[config.mk]
export PLATFORM = sky130hd
export DESIGN_NAME = ccsc_top
export DESIGN_NICKNAME = d
export VERILOG_FILES = /design/src/verilog/ccsc_pkg.sv /design/src/verilog/ccsc_top.sv
export SDC_FILE = /design/constraint.sdc
export NUM_CORES = 1
export LEC_CHECK = 0
export BUFFER_PORTS_ARGS = -buffer_cell sky130_fd_sc_hd__buf_2
export CORE_UTILIZATION = 49
export CTS_BUF_LIST = sky130_fd_sc_hd__clkbuf_16
export DETAILED_ROUTE_END_ITERATION = 8
export PLACE_DENSITY = 0.86
export SYNTH_ARGS = -nofsm -noshare
export SYNTH_HDL_FRONTEND = slang
export SYNTH_SLANG_ARGS = --single-unit
[constraint.sdc]
create_clock -name pclk -period 2.3 [get_ports pclk]
set_input_delay 0.115 -clock pclk [delete_from_list [all_inputs] [get_ports pclk]]
set_output_delay 0.115 -clock pclk [all_outputs]
set_load 0.01 [all_outputs]
[src/verilog/ccsc_pkg.sv]
// package: constants, register map and types of the cpu clock source control
package ccsc_pkg;

  // ****************************************
  // register map (byte addresses)
  // ****************************************
  localparam logic [7:0] ADDR_CLOCK_MODE  = 8'h00; // clock_mode_reg
  localparam logic [7:0] ADDR_INT_OSC     = 8'h04; // internal_osc_mode_reg
  localparam logic [7:0] ADDR_MAIN_OSC    = 8'h08; // main_osc_ctrl_reg
  localparam logic [7:0] ADDR_PROC_CLK    = 8'h0c; // processor_clock_ctrl_reg
  localparam logic [7:0] ADDR_STAB_STATUS = 8'h10; // stab_status_reg
  localparam logic [7:0] ADDR_STAB_SELECT = 8'h14; // stab_select_reg

  // ****************************************
  // field positions
  // ****************************************
  localparam int BIT_SELECT      = 0; // cpu_clock_select
  localparam int BIT_STATUS      = 1; // cpu_clock_status
  localparam int BIT_INT_STOP    = 0; // internal_osc_stop
  localparam int BIT_MAIN_STOP   = 7; // main osc stop while on internal osc
  localparam int BIT_SUB_MSTOP   = 7; // main osc stop while on subsystem clock
  localparam int BIT_FB_DISABLE  = 6; // sub_feedback_disable
  localparam int BIT_SUB_STATUS  = 5; // subsystem clock drives the cpu
  localparam int BIT_SUB_SELECT  = 4; // subsystem clock requested
  localparam int DIV_LSB         = 0; // prescaler division field, 3 bits

  // ****************************************
  // reset values and counts
  // ****************************************
  localparam logic [2:0] STAB_SEL_RESET = 3'h5;  // longest wait after reset
  localparam logic [4:0] STARTUP_CYC    = 5'h11; // internal osc cycles withheld
  localparam int         STAB_W         = 17;    // stabilisation counter width
  localparam int         MON_TIMEOUT    = 64;    // pclk cycles without a main tick
  localparam int         PRE_W          = 5;     // prescaler stages

  // ****************************************
  // types
  // ****************************************
  typedef enum logic [1:0] {
    SRC_INT  = 2'b00, // internal oscillator
    SRC_MAIN = 2'b01, // main oscillator
    SRC_SUB  = 2'b10  // subsystem oscillator
  } ccsc_src_t;

  typedef enum logic [1:0] {
    MODE_RUN  = 2'b00, // cpu clocked
    MODE_HALT = 2'b01, // cpu clock gated, oscillators on
    MODE_STOP = 2'b10, // main oscillator stopped
    MODE_WAIT = 2'b11  // waiting main oscillator stabilisation
  } ccsc_mode_t;

  typedef struct packed {
    logic int_run;   // internal oscillator enable
    logic main_run;  // main oscillator enable
    logic sub_run;   // subsystem oscillator enable
    logic fb_dis;    // subsystem feedback resistor disabled
  } ccsc_osc_ctl_t;

endpackage

[src/verilog/ccsc_top.sv]
// module: cpu clock source control with apb register slave
//
// Behaviour
// - internal osc runs from reset release on
// - parameter fixes internal osc software stoppable
// - prescaler divides main osc when selected
// - prescaler divides internal osc when selected
// - any reset clears cpu clock select
// - cpu clock withheld seventeen internal osc cycles
// - both oscillators stopped during reset
// - status bit one reports cpu source
// - internal osc stop only when allowed
// - main osc control only on internal osc
// - sub mode: halt allowed, stop refused
// - stop release on main waits selection
// - bit six disables sub feedback resistor
// - stoppable, no sub: watchdog halted standby
// - stop bit zero keeps internal osc running
// - stoppable with sub: watchdog gated standby
// - no direct sub to internal switch
// - every reset source resets clock generator
// - clock monitor resets on main osc loss
// - source change delayed, status shows old
`timescale 1ns/1ps

module ccsc_top
  import ccsc_pkg::*;
#(
  parameter bit INT_OSC_STOPPABLE = 1'b1, // build option: internal osc stoppable
  parameter bit SUB_CLK_USED      = 1'b1, // subsystem clock fitted
  parameter int MON_CYC           = ccsc_pkg::MON_TIMEOUT
)(
  // apb clock and reset
  input  wire logic                   pclk,
  input  wire logic                   presetn,
  // apb slave
  input  wire logic                   psel,
  input  wire logic                   penable,
  input  wire logic                   pwrite,
  input  wire logic [7:0]             paddr,
  input  wire logic [31:0]            pwdata,
  output logic [31:0]                 prdata,
  output logic                        pready,
  output logic                        pslverr,
  // oscillator outputs and reset sources, asynchronous pins
  input  wire logic                   int_osc_clk,
  input  wire logic                   main_osc_clk,
  input  wire logic                   sub_osc_clk,
  input  wire logic                   reset_pin_n,
  input  wire logic                   power_on_clear,
  input  wire logic                   low_voltage_detect,
  input  wire logic                   watchdog_timer_ovf,
  // cpu standby requests, same clock
  input  wire logic                   halt_req,
  input  wire logic                   stop_req,
  input  wire logic                   wake_req,
  // oscillator control and clock enables
  output ccsc_pkg::ccsc_osc_ctl_t     osc_ctl,
  output logic                        cpu_clk_en,
  output logic [ccsc_pkg::PRE_W-1:0]  presc_en,
  output logic                        watchdog_clk_en,
  output logic                        clk_monitor_reset,
  output logic                        sys_reset
);

  // ****************************************
  // pin synchronisers and tick detection
  // ****************************************
  logic [2:0] osc_meta;  // first stage, read only by second
  logic [2:0] osc_sync;  // second stage
  logic [2:0] osc_prev;  // edge detect history
  logic [2:0] osc_tick;  // rising edge pulse per oscillator
  logic [2:0] osc_pin;   // oscillator pins as a vector

  assign osc_pin = {sub_osc_clk, main_osc_clk, int_osc_clk};

  // one synchroniser and edge detector per oscillator
  genvar gi;
  generate
    for (gi = 0; gi < 3; gi++)
    begin : g_osc
      always_ff @(posedge pclk or negedge presetn)
      begin
        if (!presetn)
        begin
          osc_meta[gi] <= 1'b0;
          osc_sync[gi] <= 1'b0;
          osc_prev[gi] <= 1'b0;
        end
        else
        begin
          osc_meta[gi] <= osc_pin[gi];
          osc_sync[gi] <= osc_meta[gi];
          osc_prev[gi] <= osc_sync[gi];
        end
      end
      assign osc_tick[gi] = osc_sync[gi] & ~osc_prev[gi];
    end
  endgenerate

  // reset source synchronisers
  logic [3:0] rst_meta;  // first stage
  logic [3:0] rst_sync;  // second stage
  always_ff @(posedge pclk or negedge presetn)
  begin
    if (!presetn)
    begin
      rst_meta <= 4'h0;
      rst_sync <= 4'h0;
    end
    else
    begin
      rst_meta <= {~reset_pin_n, power_on_clear, low_voltage_detect, watchdog_timer_ovf};
      rst_sync <= rst_meta;
    end
  end

  // ****************************************
  // registers and state
  // ****************************************
  logic             select_reg;     // cpu_clock_select
  logic             int_stop_reg;   // internal_osc_stop
  logic             main_stop_reg;  // main osc stop, internal osc mode
  logic             sub_mstop_reg;  // main osc stop, subsystem mode
  logic             fb_dis_reg;     // sub_feedback_disable
  logic             sub_sel_reg;    // subsystem clock request
  logic [2:0]       div_reg;        // prescaler division
  logic [2:0]       stab_sel_reg;   // stabilisation wait selection
  ccsc_src_t        src_reg;        // source driving the cpu now
  logic             old_done_reg;   // old source finished its pulse
  ccsc_mode_t       mode_reg;       // standby state
  logic [4:0]       start_cnt_reg;  // startup withhold counter
  logic [STAB_W-1:0] stab_cnt_reg;  // main osc stabilisation counter
  logic [PRE_W-1:0] pre_cnt_reg;    // prescaler counter
  logic [6:0]       mon_cnt_reg;    // pclk cycles since last main tick
  logic             mon_rst_reg;    // clock monitor reset pulse

  // ****************************************
  // reset combine and derived conditions
  // ****************************************
  wire       on_int     = (src_reg == SRC_INT);
  wire       on_sub     = (src_reg == SRC_SUB);
  wire       status_bit = (src_reg != SRC_INT);
  wire       started    = (start_cnt_reg == STARTUP_CYC);
  wire       main_off   = on_sub ? sub_mstop_reg : main_stop_reg;
  wire       standby    = (mode_reg != MODE_RUN);
  ccsc_src_t req_src;
  ccsc_src_t next_src;

  assign sys_reset = (|rst_sync) | mon_rst_reg;
  assign clk_monitor_reset = mon_rst_reg;

  // requested source from the select bits
  assign req_src = sub_sel_reg ? SRC_SUB : (select_reg ? SRC_MAIN : SRC_INT);
  assign next_src = req_src;

  // ****************************************
  // apb decode
  // ****************************************
  wire setup_rd = psel & ~penable & ~pwrite;
  wire wr_en    = psel & penable & pwrite;
  wire hit_cm   = (paddr == ADDR_CLOCK_MODE);
  wire hit_io   = (paddr == ADDR_INT_OSC);
  wire hit_mo   = (paddr == ADDR_MAIN_OSC);
  wire hit_pc   = (paddr == ADDR_PROC_CLK);
  wire hit_ss   = (paddr == ADDR_STAB_STATUS);
  wire hit_sl   = (paddr == ADDR_STAB_SELECT);
  wire mapped   = hit_cm | hit_io | hit_mo | hit_pc | hit_ss | hit_sl;

  // zero wait state slave, error on unmapped address
  assign pready  = 1'b1;
  assign pslverr = psel & penable & ~mapped;

  // stabilisation status bits, set in order and held
  wire [4:0] stab_status = {|stab_cnt_reg[STAB_W-1:11], |stab_cnt_reg[STAB_W-1:13], |stab_cnt_reg[STAB_W-1:14],
                            |stab_cnt_reg[STAB_W-1:15], stab_cnt_reg[16]};

  // wait target selected for stop release
  logic [STAB_W-1:0] stab_target;
  always_comb
  begin
    unique case (stab_sel_reg)
      3'h1:    stab_target = 17'h00800;
      3'h2:    stab_target = 17'h02000;
      3'h3:    stab_target = 17'h04000;
      3'h4:    stab_target = 17'h08000;
      default: stab_target = 17'h10000;
    endcase
  end
  wire stab_done = (stab_cnt_reg >= stab_target);

  // read mux
  logic [31:0] rd_mux;
  always_comb
  begin
    rd_mux = 32'h0000_0000;
    if (hit_cm)
      rd_mux = {30'h0, status_bit, select_reg};
    else if (hit_io)
      rd_mux = {31'h0, int_stop_reg};
    else if (hit_mo)
      rd_mux = {24'h0, main_stop_reg, 7'h00};
    else if (hit_pc)
      rd_mux = {24'h0, sub_mstop_reg, fb_dis_reg, on_sub, sub_sel_reg, 1'b0, div_reg};
    else if (hit_ss)
      rd_mux = {27'h0, stab_status};
    else if (hit_sl)
      rd_mux = {29'h0, stab_sel_reg};
  end

  // read data registered in the setup cycle
  always_ff @(posedge pclk or negedge presetn)
  begin
    if (!presetn)
      prdata <= 32'h0000_0000;
    else if (setup_rd)
      prdata <= rd_mux;
  end

  // ****************************************
  // control register writes
  // ****************************************
  always_ff @(posedge pclk or negedge presetn)
  begin
    if (!presetn)
    begin
      select_reg    <= 1'b0;
      int_stop_reg  <= 1'b0;
      main_stop_reg <= 1'b0;
      sub_mstop_reg <= 1'b0;
      fb_dis_reg    <= 1'b0;
      sub_sel_reg   <= 1'b0;
      div_reg       <= 3'h0;
      stab_sel_reg  <= STAB_SEL_RESET;
    end
    else if (sys_reset)
    begin
      // any reset source forces the internal osc again
      select_reg    <= 1'b0;
      int_stop_reg  <= 1'b0;
      main_stop_reg <= 1'b0;
      sub_mstop_reg <= 1'b0;
      fb_dis_reg    <= 1'b0;
      sub_sel_reg   <= 1'b0;
      div_reg       <= 3'h0;
      stab_sel_reg  <= STAB_SEL_RESET;
    end
    else if (wr_en)
    begin
      // select moves only between internal and main osc
      if (hit_cm && !on_sub && !sub_sel_reg)
        select_reg <= pwdata[BIT_SELECT];
      // stop allowed only when stoppable and cpu off internal osc
      if (hit_io && INT_OSC_STOPPABLE && status_bit)
        int_stop_reg <= pwdata[BIT_INT_STOP];
      // main osc control only while internal osc drives the cpu
      if (hit_mo && on_int)
        main_stop_reg <= pwdata[BIT_MAIN_STOP];
      if (hit_pc)
      begin
        if (on_sub)
          sub_mstop_reg <= pwdata[BIT_SUB_MSTOP];
        fb_dis_reg <= pwdata[BIT_FB_DISABLE];
        div_reg    <= pwdata[DIV_LSB +: 3];
        // sub entered only from main, left only to main
        if (SUB_CLK_USED && select_reg && (src_reg == SRC_MAIN || on_sub))
          sub_sel_reg <= pwdata[BIT_SUB_SELECT];
      end
      if (hit_sl && pwdata[2:0] >= 3'h1 && pwdata[2:0] <= 3'h5)
        stab_sel_reg <= pwdata[2:0];
    end
  end

  // ****************************************
  // startup withhold counter
  // ****************************************
  always_ff @(posedge pclk or negedge presetn)
  begin
    if (!presetn)
      start_cnt_reg <= 5'h00;
    else if (sys_reset)
      start_cnt_reg <= 5'h00;
    else if (!started && osc_tick[0])
      start_cnt_reg <= start_cnt_reg + 5'h01;
  end

  // ****************************************
  // glitch free source switch
  // ****************************************
  // the old source completes its pulse, then the switch lands on a new tick
  wire old_tick = osc_tick[src_reg];
  wire new_tick = osc_tick[next_src];
  always_ff @(posedge pclk or negedge presetn)
  begin
    if (!presetn)
    begin
      src_reg      <= SRC_INT;
      old_done_reg <= 1'b0;
    end
    else if (sys_reset)
    begin
      src_reg      <= SRC_INT;
      old_done_reg <= 1'b0;
    end
    else if (next_src == src_reg)
      old_done_reg <= 1'b0;
    else if (!old_done_reg)
      old_done_reg <= old_tick;
    else if (new_tick)
    begin
      src_reg      <= next_src;
      old_done_reg <= 1'b0;
    end
  end

  // ****************************************
  // standby state machine
  // ****************************************
  always_ff @(posedge pclk or negedge presetn)
  begin
    if (!presetn)
      mode_reg <= MODE_RUN;
    else if (sys_reset)
      mode_reg <= MODE_RUN;
    else
    begin
      unique case (mode_reg)
        MODE_RUN:
        begin
          // stop refused on the subsystem clock
          if (stop_req && !on_sub)
            mode_reg <= MODE_STOP;
          else if (halt_req)
            mode_reg <= MODE_HALT;
        end
        MODE_HALT:
        begin
          if (wake_req)
            mode_reg <= MODE_RUN;
        end
        MODE_STOP:
        begin
          // on main osc the wait follows the selection
          if (wake_req)
            mode_reg <= (src_reg == SRC_MAIN) ? MODE_WAIT : MODE_RUN;
        end
        MODE_WAIT:
        begin
          if (stab_done)
            mode_reg <= MODE_RUN;
        end
      endcase
    end
  end

  // ****************************************
  // main osc stabilisation counter
  // ****************************************
  wire stab_clr = sys_reset | (mode_reg == MODE_STOP) | main_off;
  always_ff @(posedge pclk or negedge presetn)
  begin
    if (!presetn)
      stab_cnt_reg <= '0;
    else if (stab_clr)
      stab_cnt_reg <= '0;
    else if (osc_tick[1] && !stab_cnt_reg[STAB_W-1])
      stab_cnt_reg <= stab_cnt_reg + 17'h00001;
  end

  // ****************************************
  // clock monitor
  // ****************************************
  // armed once the main osc has run stable and is meant to run
  wire mon_arm = osc_ctl.main_run & stab_status[4];
  always_ff @(posedge pclk or negedge presetn)
  begin
    if (!presetn)
    begin
      mon_cnt_reg <= 7'h00;
      mon_rst_reg <= 1'b0;
    end
    else
    begin
      mon_rst_reg <= 1'b0;
      if (!mon_arm || osc_tick[1] || mon_rst_reg)
        mon_cnt_reg <= 7'h00;
      else if (mon_cnt_reg == 7'(MON_CYC - 1))
        mon_rst_reg <= 1'b1;
      else
        mon_cnt_reg <= mon_cnt_reg + 7'h01;
    end
  end

  // ****************************************
  // prescaler and cpu clock enables
  // ****************************************
  wire src_tick = osc_tick[src_reg];
  always_ff @(posedge pclk or negedge presetn)
  begin
    if (!presetn)
      pre_cnt_reg <= '0;
    else if (sys_reset || !started)
      pre_cnt_reg <= '0;
    else if (src_tick && !on_sub)
      pre_cnt_reg <= pre_cnt_reg + 5'h01;
  end

  // stage i pulses once per 2^(i+1) source ticks
  genvar gp;
  generate
    for (gp = 0; gp < PRE_W; gp++)
    begin : g_pre
      assign presc_en[gp] = src_tick & ~on_sub & ~sys_reset & started &
                            (&pre_cnt_reg[gp:0]) & (mode_reg != MODE_STOP);
    end
  endgenerate

  // cpu enable: divided source, gated by startup and standby
  logic div_hit;
  always_comb
  begin
    unique case (div_reg)
      3'h0:    div_hit = 1'b1;
      3'h1:    div_hit = pre_cnt_reg[0];
      3'h2:    div_hit = &pre_cnt_reg[1:0];
      3'h3:    div_hit = &pre_cnt_reg[2:0];
      default: div_hit = &pre_cnt_reg[3:0];
    endcase
  end
  assign cpu_clk_en = src_tick & started & ~sys_reset & ~standby &
                      (on_sub | div_hit);

  // ****************************************
  // oscillator enables and watchdog clock
  // ****************************************
  // internal osc halts in reset and on its stop bit under the option
  assign osc_ctl.int_run  = ~sys_reset & ~(INT_OSC_STOPPABLE & int_stop_reg);
  // main osc off in reset, stop, or by its stop bits
  assign osc_ctl.main_run = ~sys_reset & ~main_off & (mode_reg != MODE_STOP);
  // subsystem osc never stopped by standby
  assign osc_ctl.sub_run  = SUB_CLK_USED;
  assign osc_ctl.fb_dis   = fb_dis_reg;

  // watchdog counts internal osc ticks, gated in standby when stoppable
  assign watchdog_clk_en = osc_tick[0] & osc_ctl.int_run & ~sys_reset &
                           ~(INT_OSC_STOPPABLE & standby);

endmodule // ccsc_top
==> results.sh, run 1 <==
export IMPL_synth_seq_cells=77
export IMPL_wire_per_inst_um=15.1
export IMPL_grt_pass1_wl_mm=15.0
export IMPL_cap_violations=0
export IMPL_cts_sinks=77
export IMPL_finClkSkew_ps=6.60
export IMPL_relSlewSlack_pct=35.5
export IMPL_largest_reg_flops=17
export IMPL_io_buffers=49
export IMPL_yosys_area_share_simple_pct=21.7
export IMPL_synth_yosys_seq_area_share_pct=46.3
export IMPL_dieWidth_um=94.2
export IMPL_synth_warnings=0
export IMPL_synthDistinctLibCells=55
export IMPL_final_nets=563
export IMPL_cts_tree="done"
export IMPL_ios=102
export IMPL_endpoint_kind="primary output"
export IMPL_period_needed_ps=2250
export IMPL_overflow=0
export IMPL_design_area_um2=4940
export IMPL_setup_viol=0
export IMPL_grt_max_degree=78
export IMPL_synthArstFlopShare_pct=100
export IMPL_synthAdderAreaFrac_pct=4.80
export IMPL_ir_drop_uv=579
export IMPL_start_util_pct=50.7
export IMPL_leakagePower_uw=0.00230
export IMPL_clk_pin_slew_worst_paths_ps=50
export IMPL_routed_top_layer="met4"
export IMPL_hpwl_mm=6.08
export IMPL_finalPower_uw=3110
export IMPL_final_util_pct=60.2
export IMPL_numCtsBuffers=9
export IMPL_die_area_um2=8880
export IMPL_dr_wl_met2_mm=4.61
export IMPL_vias=3316
export IMPL_drv_slew=0
export IMPL_worst_pin_slew_ps=968
export IMPL_cp_max_fo=3
export IMPL_synth_ff_type="dfrtp_1"
export IMPL_antenna_cells=0
export IMPL_core_region_area_um2=8220
export IMPL_synth_cells=425
export IMPL_syn2layout_area_growth_pct=18.6
export IMPL_antenna_found_initial=0
export IMPL_drive_above_1_share_pct=19.8
export IMPL_routed_wl_mm=9.11
export IMPL_gp_congestion=0.860
export IMPL_muxShareOfSynthArea_pct=5.31
export IMPL_crit_arrival_ps=2130
export IMPL_met3_wirelength_um=518
export IMPL_root_buffer="clkbuf_16"
export IMPL_fmax_ghz=0.445
export IMPL_h_tree_depth=3
export IMPL_synthXorXnorAreaFrac_pct=5.25
export IMPL_critical_path_class="reg -> out"
export IMPL_cellPowerDensity_nw_per_um2=628
export IMPL_netlist_area_um2=4170
export IMPL_outcome="finished, final reports clean"
export IMPL_clock_latency_ps=330
export IMPL_viasPerCell=5.52
export IMPL_first_global_vias=3267
export IMPL_die_h_um=94.2
export IMPL_ant_nets=0
export IMPL_place_area_um2=4440
export IMPL_synth_top_family_by_area="simple AND/OR/NAND/NOR gates"
export IMPL_finalCritPeriodShare_pct=97.7
export IMPL_syn_avg_cell_area_um2=9.81
export IMPL_drc=0
export IMPL_nFillCells=657
export IMPL_hold_viol=0
export IMPL_clockBufferDepth=2
export IMPL_multi_input_area_um2=2070
export IMPL_whs_ps=22.9
export IMPL_crit_required_ps=2180
export IMPL_track_usage_pct=22.0
export IMPL_cp_start_kind="flip-flop"
export IMPL_drt_pass1_iter_count=5
export IMPL_wl_met1_mm=3.87
export IMPL_area_sequential_um2=1930
export IMPL_rsz0062_at_grt="true"
export IMPL_rows=33
export IMPL_hold_path_class="in -> reg"
export IMPL_drt_iter0_markers=185
export IMPL_synth_compound_gate_area_share_pct=8.76
export IMPL_synth_edf_count=0
[layout make-up]
cell class | count | area share, %
clock buffer | 9 | 4.56
multi-input combinational | 320 | 41.8
timing repair buffer | 72 | 8.91
sequential | 77 | 39.0
inverter | 12 | 0.911
clock inverter | 6 | 2.10
tap | 105 | 2.66
[Yosys cell counts (2+ instances only)]
master | n | area, um2
nor4bb_1 | 3 | 30.0
a21oi_1 | 10 | 50.1
nor2_1 | 54 | 203
nand2b_1 | 6 | 37.5
a211oi_1 | 3 | 22.5
a22oi_1 | 2 | 15.0
and3b_1 | 2 | 17.5
inv_1 | 12 | 45.0
o211ai_1 | 3 | 22.5
xnor2_1 | 11 | 96.3
ha_1 | 16 | 200
nor3_1 | 11 | 55.1
nand3_1 | 9 | 45.0
nor4b_1 | 2 | 17.5
dfstp_2 | 2 | 52.6
nand2_1 | 36 | 135
nand4_1 | 9 | 56.3
and3_1 | 6 | 37.5
nor3b_1 | 6 | 45.0
o21ai_0 | 16 | 80.1
xor2_1 | 14 | 123
clkbuf_1 | 10 | 37.5
and2_1 | 5 | 31.3
nor2b_1 | 3 | 18.8
buf_6 | 2 | 22.5
buf_4 | 28 | 210
nor4_1 | 5 | 31.3
conb_1 | 2 | 7.51
mux2i_1 | 21 | 210
o31ai_1 | 2 | 15.0
dfrtp_1 | 75 | 1880
and4_1 | 3 | 26.3
or3_1 | 5 | 31.3
a31oi_1 | 2 | 12.5
o2111ai_1 | 5 | 43.8
or4_1 | 2 | 15.0
o21ai_2 | 2 | 17.5
nand3b_1 | 3 | 22.5
[stage by stage]
stage / setup TNS, ps / setup WS [ps] / std cells
6_report: 0 / 53.5 / 601
3_5_place_dp: 0 / 34.2 / 572
2_1_floorplan: 0 / 25.0 / 449
5_1_grt: -229 / -56.6 / 601
3_3_place_gp: 0 / 110 / 572
4_1_cts: 0 / 8.28 / 600
[what timing repair did]
action | in CTS | in global routing
resized for setup | 3 | 8
endpoints found under the hold margin | 82 | 0
cloned | 0 | 1
endpoints found under the setup margin | 6 | 11
hold buffers | 8 | 0
setup buffers | 5 | 0
pin swaps | 1 | 0
[cell families after synthesis]
family | count (synthesis)
other | 2
multiplexers | 22
flip-flops | 77
buffers and inverters | 53
XOR/XNOR | 25
AO/OA/AOI/OAI | 55
AND/OR/NAND/NOR | 175
adder cells (fa/ha/maj) | 16
[power by group]
group | switching (uW) | leakage [uW] | internal (uW) | total, uW
sequential | 8.08 | 0.00103 | 1370 | 1380
combinational | 108 | 0.00111 | 56.8 | 165
clock | 517 | 0.000166 | 1040 | 1560
total | 633 | 0.00230 | 2470 | 3110
[layout by cell type, fill, tap and decap left out, types with 3 or more instances in the layout]
master and count:
nand2b_1 6, conb_1 26, nand3_1 9, ha_1 14, o2111ai_1 5, buf_4 16, xnor2_1 11, buf_2 48
inv_1 11, dfrtp_1 75, nor3_1 10, o211ai_1 3, and2_1 5, a21oi_1 10, bufinv_16 3, dlygate4sd3_1 8
and4_1 3, nor2_1 54, nand2_1 35, nand3b_1 3, nand4_1 9, nor3b_1 6, o21ai_0 16, nor4_1 5
nor2b_1 3, xor2_1 14, or3_1 5, and3_1 6, clkbuf_16 9, mux2i_1 21
[critical path, cell delays in order, from the launching register on]
cell     delay [ps]
dfrtp_1         370
or4_4           580
nor2_4          180
inv_1            80
nor2_1          140
nor4b_1         270
buf_2           190
[per-layer routing]
metal / vias up / track usage, %
li1: 1569 / -
met1: 1615 / 26.0
met5: - / 0
met3: 7 / 5.83
met2: 125 / 38.2
met4: 0 / 7.95
[worst paths after layout]
path,slack [ps],depth (start not counted),from,endpoint
max in group asynchronous,1190,2,presetn,stab_cnt_reg[4]
setup reg to reg,110,7,src_reg[0],stab_cnt_reg[13]
setup / recovery,50,6,rst_sync[3],watchdog_clk_en
hold / removal,20,3,pwdata[4],sub_sel_reg
min in group asynchronous,480,2,presetn,start_cnt_reg[4]
hold reg to reg,350,0,osc_meta[2],osc_sync[2]
No activity file was read; power rests on OpenSTA's default activity.
==> inputs of run 2 (changes only) <==
--- a/config.mk
+++ b/config.mk
@@ -6,10 +6,10 @@
 export NUM_CORES = 1
 export LEC_CHECK = 0
 export BUFFER_PORTS_ARGS = -buffer_cell sky130_fd_sc_hd__buf_2
-export CORE_UTILIZATION = 49
+export CORE_UTILIZATION = 50
 export CTS_BUF_LIST = sky130_fd_sc_hd__clkbuf_16
 export DETAILED_ROUTE_END_ITERATION = 8
-export PLACE_DENSITY = 0.86
+export PLACE_DENSITY = 0.84
 export SYNTH_ARGS = -nofsm -noshare
 export SYNTH_HDL_FRONTEND = slang
 export SYNTH_SLANG_ARGS = --single-unit
==> constraint.sdc (replaced) <==
create_clock -name pclk -period 2.2 [get_ports pclk]
set_input_delay 0.11 -clock pclk [delete_from_list [all_inputs] [get_ports pclk]]
set_output_delay 0.11 -clock pclk [all_outputs]
set_load 0.01 [all_outputs]
==> results.sh, run 2 (synthesized netlist as in run 1, its figures left out) <==
export IMPL_crit_arrival_ps=2100
export IMPL_seq_power_share_pct=43.7
export IMPL_drt_pass1_iter_count=4
export IMPL_setup_viol=4
export IMPL_whs_ps=18.2
export IMPL_h_tree_depth=3
export IMPL_finalNonFillerCells=608
export IMPL_cp_max_fo=5
export IMPL_routed_wl_mm=9.35
export IMPL_core_region_area_um2=7890
export IMPL_dieWidth_um=93.3
export IMPL_track_usage_pct=22.5
export IMPL_overflow=0
export IMPL_finalCritPeriodShare_pct=100
export IMPL_cts_tree="done"
export IMPL_place_worst_setup_slack_ps=33.1
export IMPL_violations="negative setup slack"
export IMPL_switching_share_pct=21.1
export IMPL_cp_start_kind="flip-flop"
export IMPL_ir_drop_uv=581
export IMPL_finClkSkew_ps=6.04
export IMPL_worst_pin_slew_ps=953
export IMPL_rows=32
export IMPL_place_inst=573
export IMPL_cap_violations=0
export IMPL_ant_nets=0
export IMPL_fin_tns_setup_ps=-25.0
export IMPL_hold_viol=0
export IMPL_rsz0062_at_grt="true"
export IMPL_cts_sinks=77
export IMPL_hpwl_mm=6.20
export IMPL_antenna_found_initial=0
export IMPL_clock_latency_ps=340
export IMPL_leakagePower_uw=0.00236
export IMPL_die_area_um2=8710
export IMPL_grt_max_degree=78
export IMPL_antenna_cells=0
export IMPL_gp_congestion=0.847
export IMPL_clockBufferDepth=2
export IMPL_io_buffers=49
export IMPL_viasPerCell=5.54
export IMPL_p_int_uw=2600
export IMPL_setup_slack_ps=-8.41
export IMPL_crit_required_ps=2090
export IMPL_numCtsBuffers=9
export IMPL_period_needed_ps=2210
export IMPL_switchingPower_uw=695
export IMPL_drt_iter0_markers=171
export IMPL_endpoint_kind="primary output"
export IMPL_fmax_ghz=0.453
export IMPL_first_global_vias=3299
export IMPL_largest_reg_flops=17
export IMPL_drc=0
export IMPL_cellPowerDensity_nw_per_um2=638
export IMPL_layout_commonest_cell="dfrtp_1"
export IMPL_drive_above_1_share_pct=23.1
export IMPL_layout_common_cells="74 x dfrtp_1, 53 x nor2_1, 48 x buf_2, 35 x nand2_1, 26 x conb_1"
export IMPL_clk_pin_slew_worst_paths_ps=60
export IMPL_pwr_share_comb_pct=5.5
export IMPL_outcome="complete, but fails checks"
export IMPL_critical_path_class="reg -> out"
export IMPL_die_h_um=93.3
export IMPL_syn2layout_area_growth_pct=23.9
export IMPL_start_util_pct=52.9
export IMPL_power_frac_clock_pct=50.8
export IMPL_relSlewSlack_pct=36.5
export IMPL_vias=3366
export IMPL_final_nets=572
export IMPL_grt_pass1_wl_mm=15.2
export IMPL_wire_per_inst_um=15.4
export IMPL_ios=102
export IMPL_drv_slew=0
export IMPL_hold_path_class="in -> reg"
export IMPL_root_buffer="clkbuf_16"
-- run 2: cell types whose count changed in the layout (fill, tap and decap cells not counted), sizes merged --
cell      change
inv           +1
clkinv        -1
or4b          -1
clkbuf        +1
buf           +9
clkinvlp      +1
-- run 2: what timing repair did --
action                     CTS  global route
hold buffers                 8             0
setup endpoints to repair    8            18
hold endpoints to repair    82             0
pin swaps                    1            15
resized for setup            8            20
cloned                       0             1
buffers inserted             3             7
-- run 2: worst paths after layout --
kind | endpoint | from | cells past startpoint | slack (ps)
setup / recovery | osc_ctl[2] | rst_sync[0] | 4 | -8
hold reg to reg | osc_sync[2] | osc_meta[2] | 0 | 350
setup reg to reg | stab_cnt_reg[13] | rst_sync[0] | 6 | -8
hold / removal | fb_dis_reg | pwdata[6] | 3 | 20
min in group asynchronous | mon_cnt_reg[6] | presetn | 2 | 460
max in group asynchronous | pre_cnt_reg[0] | presetn | 2 | 1060
-- run 2: power groups by stage --
stage / Combinational (uW) / Sequential [uW] / Clock (uW)
after floorplan: 113 / 1460 / 0
after global placement: 151 / 1470 / 0
after detailed placement: 154 / 1470 / 0
after CTS: 172 / 1440 / 1700
after global routing: 204 / 1440 / 1770
final: 182 / 1440 / 1670
-- run 2: cell type report --
class | instances | area, um2
clock inverters | 7 | 114
fillers | 601 | 2720
repair buffers | 82 | 546
multi-input cells | 319 | 2180
inverters | 12 | 45.0
flip-flops and latches | 77 | 1930
clock buffers | 9 | 225
well taps | 102 | 128
-- run 2: critical path: stages, from the launching register on --
cell     delay, ps
dfrtp_1        350
or4_4          550
or4b_4         600
inv_1          120
buf_2          140
-- run 2: per-layer routing --
metal	routed length (um)	GRT usage [%]	up-vias
met2	4680	37.5	111
met3	486	5.85	18
li1	-	-	1589
met1	3970	27.5	1648
met5	0	0	-
met4	216	9.87	0
-- run 2: per-stage QoR --
| step | total power, uW | util [%] | instance area, um2 |
|---|---|---|---|
| floorplan | 1580 | - | 4280 |
| global placement | 1620 | 56.7 | 4470 |
| detailed placement | 1620 | 56.7 | 4470 |
| CTS | 3310 | 63.0 | 4970 |
| global route | 3410 | 65.5 | 5160 |
| finish | 3300 | 65.5 | 5160 |
==> inputs of run 3 (changes only) <==
--- a/config.mk
+++ b/config.mk
@@ -6,6 +6,7 @@
 export NUM_CORES = 1
 export LEC_CHECK = 0
 export BUFFER_PORTS_ARGS = -buffer_cell sky130_fd_sc_hd__buf_2
+export CORE_MARGIN = 4
 export CORE_UTILIZATION = 50
 export CTS_BUF_LIST = sky130_fd_sc_hd__clkbuf_16
 export DETAILED_ROUTE_END_ITERATION = 8
==> constraint.sdc (replaced) <==
create_clock -name pclk -period 2.2 [get_ports pclk]
set_input_delay 0 -clock pclk [delete_from_list [all_inputs] [get_ports pclk]]
set_output_delay 0 -clock pclk [all_outputs]
set_load 0.01 [all_outputs]
==> results.sh, run 3 (synthesized netlist as in run 1, its figures left out) <==
export IMPL_outcome="finished, final reports clean"
export IMPL_layout_commonest_cell="dfrtp_1"
export IMPL_cp_slowest_cell="or4b_4"
export IMPL_viasPerCell=5.61
export IMPL_nFillCells=648
export IMPL_antenna_found_initial=0
export IMPL_root_buffer="clkbuf_16"
export IMPL_area_sequential_um2=1930
export IMPL_cts_sinks=77
export IMPL_crit_chain="inv_2 -> ha_4 -> mux2_4 -> or4b_4 -> o2111ai_1 -> xor2_1 -> nor2_1"
export IMPL_routed_wl_mm=9.76
export IMPL_wire_per_inst_um=16.0
export IMPL_layout_common_cells="75 x dfrtp_1, 54 x nor2_1, 48 x buf_2, 35 x nand2_1, 26 x conb_1"
export IMPL_finalNonFillerCells=611
export IMPL_hold_path_end="mode_reg[0]"
export IMPL_cap_violations=0
export IMPL_rsz0062_at_grt="true"
export IMPL_hpwl_mm=6.40
export IMPL_timing_rr_start="src_reg[0]"
export IMPL_ios=102
export IMPL_endpoint_kind="flip-flop"
export IMPL_grt_max_degree=78
export IMPL_finalCritPeriodShare_pct=99.2
export IMPL_final_nets=572
export IMPL_clk_pin_slew_worst_paths_ps=60
export IMPL_leakagePower_uw=0.00231
export IMPL_crit_arrival_ps=2400
export IMPL_antenna_cells=0
export IMPL_setup_viol=0
export IMPL_seq_power_share_pct=47.1
export IMPL_ant_nets=0
export IMPL_track_usage_pct=19.6
export IMPL_p_int_uw=2370
export IMPL_core_region_area_um2=8180
export IMPL_crit_required_ps=2420
export IMPL_r2r_cells=7
export IMPL_drc=0
export IMPL_cp_start_kind="flip-flop"
export IMPL_cellPowerDensity_nw_per_um2=608
export IMPL_syn2layout_area_growth_pct=20.7
export IMPL_dieWidth_um=99.3
export IMPL_fmax_ghz=0.458
export IMPL_rows=33
export IMPL_finalPower_uw=3060
export IMPL_power_frac_clock_pct=46.9
export IMPL_first_global_vias=3239
export IMPL_grt_pass1_wl_mm=15.4
export IMPL_drive_above_1_share_pct=20.6
export IMPL_start_util_pct=51.0
export IMPL_place_worst_setup_slack_ps=2.00
export IMPL_die_h_um=99.3
export IMPL_switching_share_pct=22.5
export IMPL_setup_slack_ps=18.5
export IMPL_hold_viol=0
export IMPL_place_inst=576
export IMPL_critical_path_class="reg -> reg"
export IMPL_reg2reg_to="stab_cnt_reg[13]"
export IMPL_relSlewSlack_pct=37.5
export IMPL_cp_max_fo=8
export IMPL_clock_latency_ps=330
export IMPL_die_area_um2=9860
export IMPL_vias=3429
export IMPL_switchingPower_uw=690
export IMPL_period_needed_ps=2180
export IMPL_cts_tree="done"
export IMPL_h_tree_depth=3
export IMPL_pwr_share_comb_pct=6.0
export IMPL_largest_reg_flops=17
export IMPL_rrSetupSlack_ps=20
export IMPL_hold_path_class="in -> reg"
export IMPL_worst_pin_slew_ps=937
export IMPL_gp_congestion=0.864
export IMPL_numCtsBuffers=9
export IMPL_clockBufferDepth=2
export IMPL_overflow=0
export IMPL_drt_iter0_markers=219
export IMPL_cpPeakStageDelay_ps=600
export IMPL_finClkSkew_ps=7.39
export IMPL_ir_drop_uv=775
export IMPL_hp_start="wake_req"
export IMPL_io_buffers=49
export IMPL_drv_slew=0
export IMPL_multi_input_area_um2=2110
export IMPL_hold_depth=3
export IMPL_drt_pass1_iter_count=5
[run 3: repair_timing]
action / 4_1_cts / 5_1_grt
pin swaps: 0 / 3
gates cloned: 0 / 1
gates resized for setup: 2 / 15
setup endpoints to repair: 5 / 20
setup buffers: 0 / 4
hold buffers: 14 / 0
endpoints found under the hold margin: 93 / 0
[run 3: layout make-up]
| cell class | count | area share [%] |
|---|---|---|
| multi-input combinational | 320 | 42.0 |
| sequential | 77 | 38.3 |
| tap | 105 | 2.61 |
| clock inverter | 7 | 1.34 |
| inverter | 12 | 0.895 |
| timing repair buffer | 81 | 10.4 |
| clock buffer | 9 | 4.47 |
[run 3: power groups by stage]
stage,registers [uW],logic [uW],clock network (uW)
detailed placement,1470,153,0
global route,1440,205,1520
global placement,1470,150,0
CTS,1440,173,1460
floorplan,1460,113,0
finish,1440,185,1430
[run 3: worst max-delay path: cells and delay by family (launching register included)]
kind | cells | cell delay, ps
AND/OR/NAND/NOR | 2 | 660
flip-flops | 1 | 380
multiplexers | 1 | 320
AO/OA/AOI/OAI | 1 | 270
XOR/XNOR | 1 | 200
adder cells (fa/ha/maj) | 1 | 140
buffers and inverters | 1 | 80
[run 3: worst max-delay path by stage]
stage,start,end,slack [ps]
after floorplan,src_reg[0],stab_cnt_reg[7],-40
after CTS,rst_sync[3],presc_en[0],-9
after global routing,src_reg[0],stab_cnt_reg[13],-60
final,src_reg[0],stab_cnt_reg[13],20
after detailed placement,rst_sync[3],stab_cnt_reg[9],2
after global placement,rst_sync[3],stab_cnt_reg[9],80
[run 3: per-stage QoR]
stage / utilization (%) / TNS, ps / cell area (um2) / hold WS (ps)
floorplan: - / -282 / 4280 / -296
CTS: 60.2 / -22.7 / 4920 / 23.0
global route: 61.6 / -146 / 5030 / 45.6
finish: 61.6 / 0 / 5030 / 33.5
global placement: 54.7 / 0 / 4470 / 108
detailed placement: 54.7 / 0 / 4470 / 109
[run 3: per-layer routing]
layer  vias up  track usage [%]  wire [um]
met1      1643             24.6       3990
met3        25             4.98        818
met4         0             7.35        213
met2       168             32.5       4740
li1       1593                -          -
met5         -                0          0
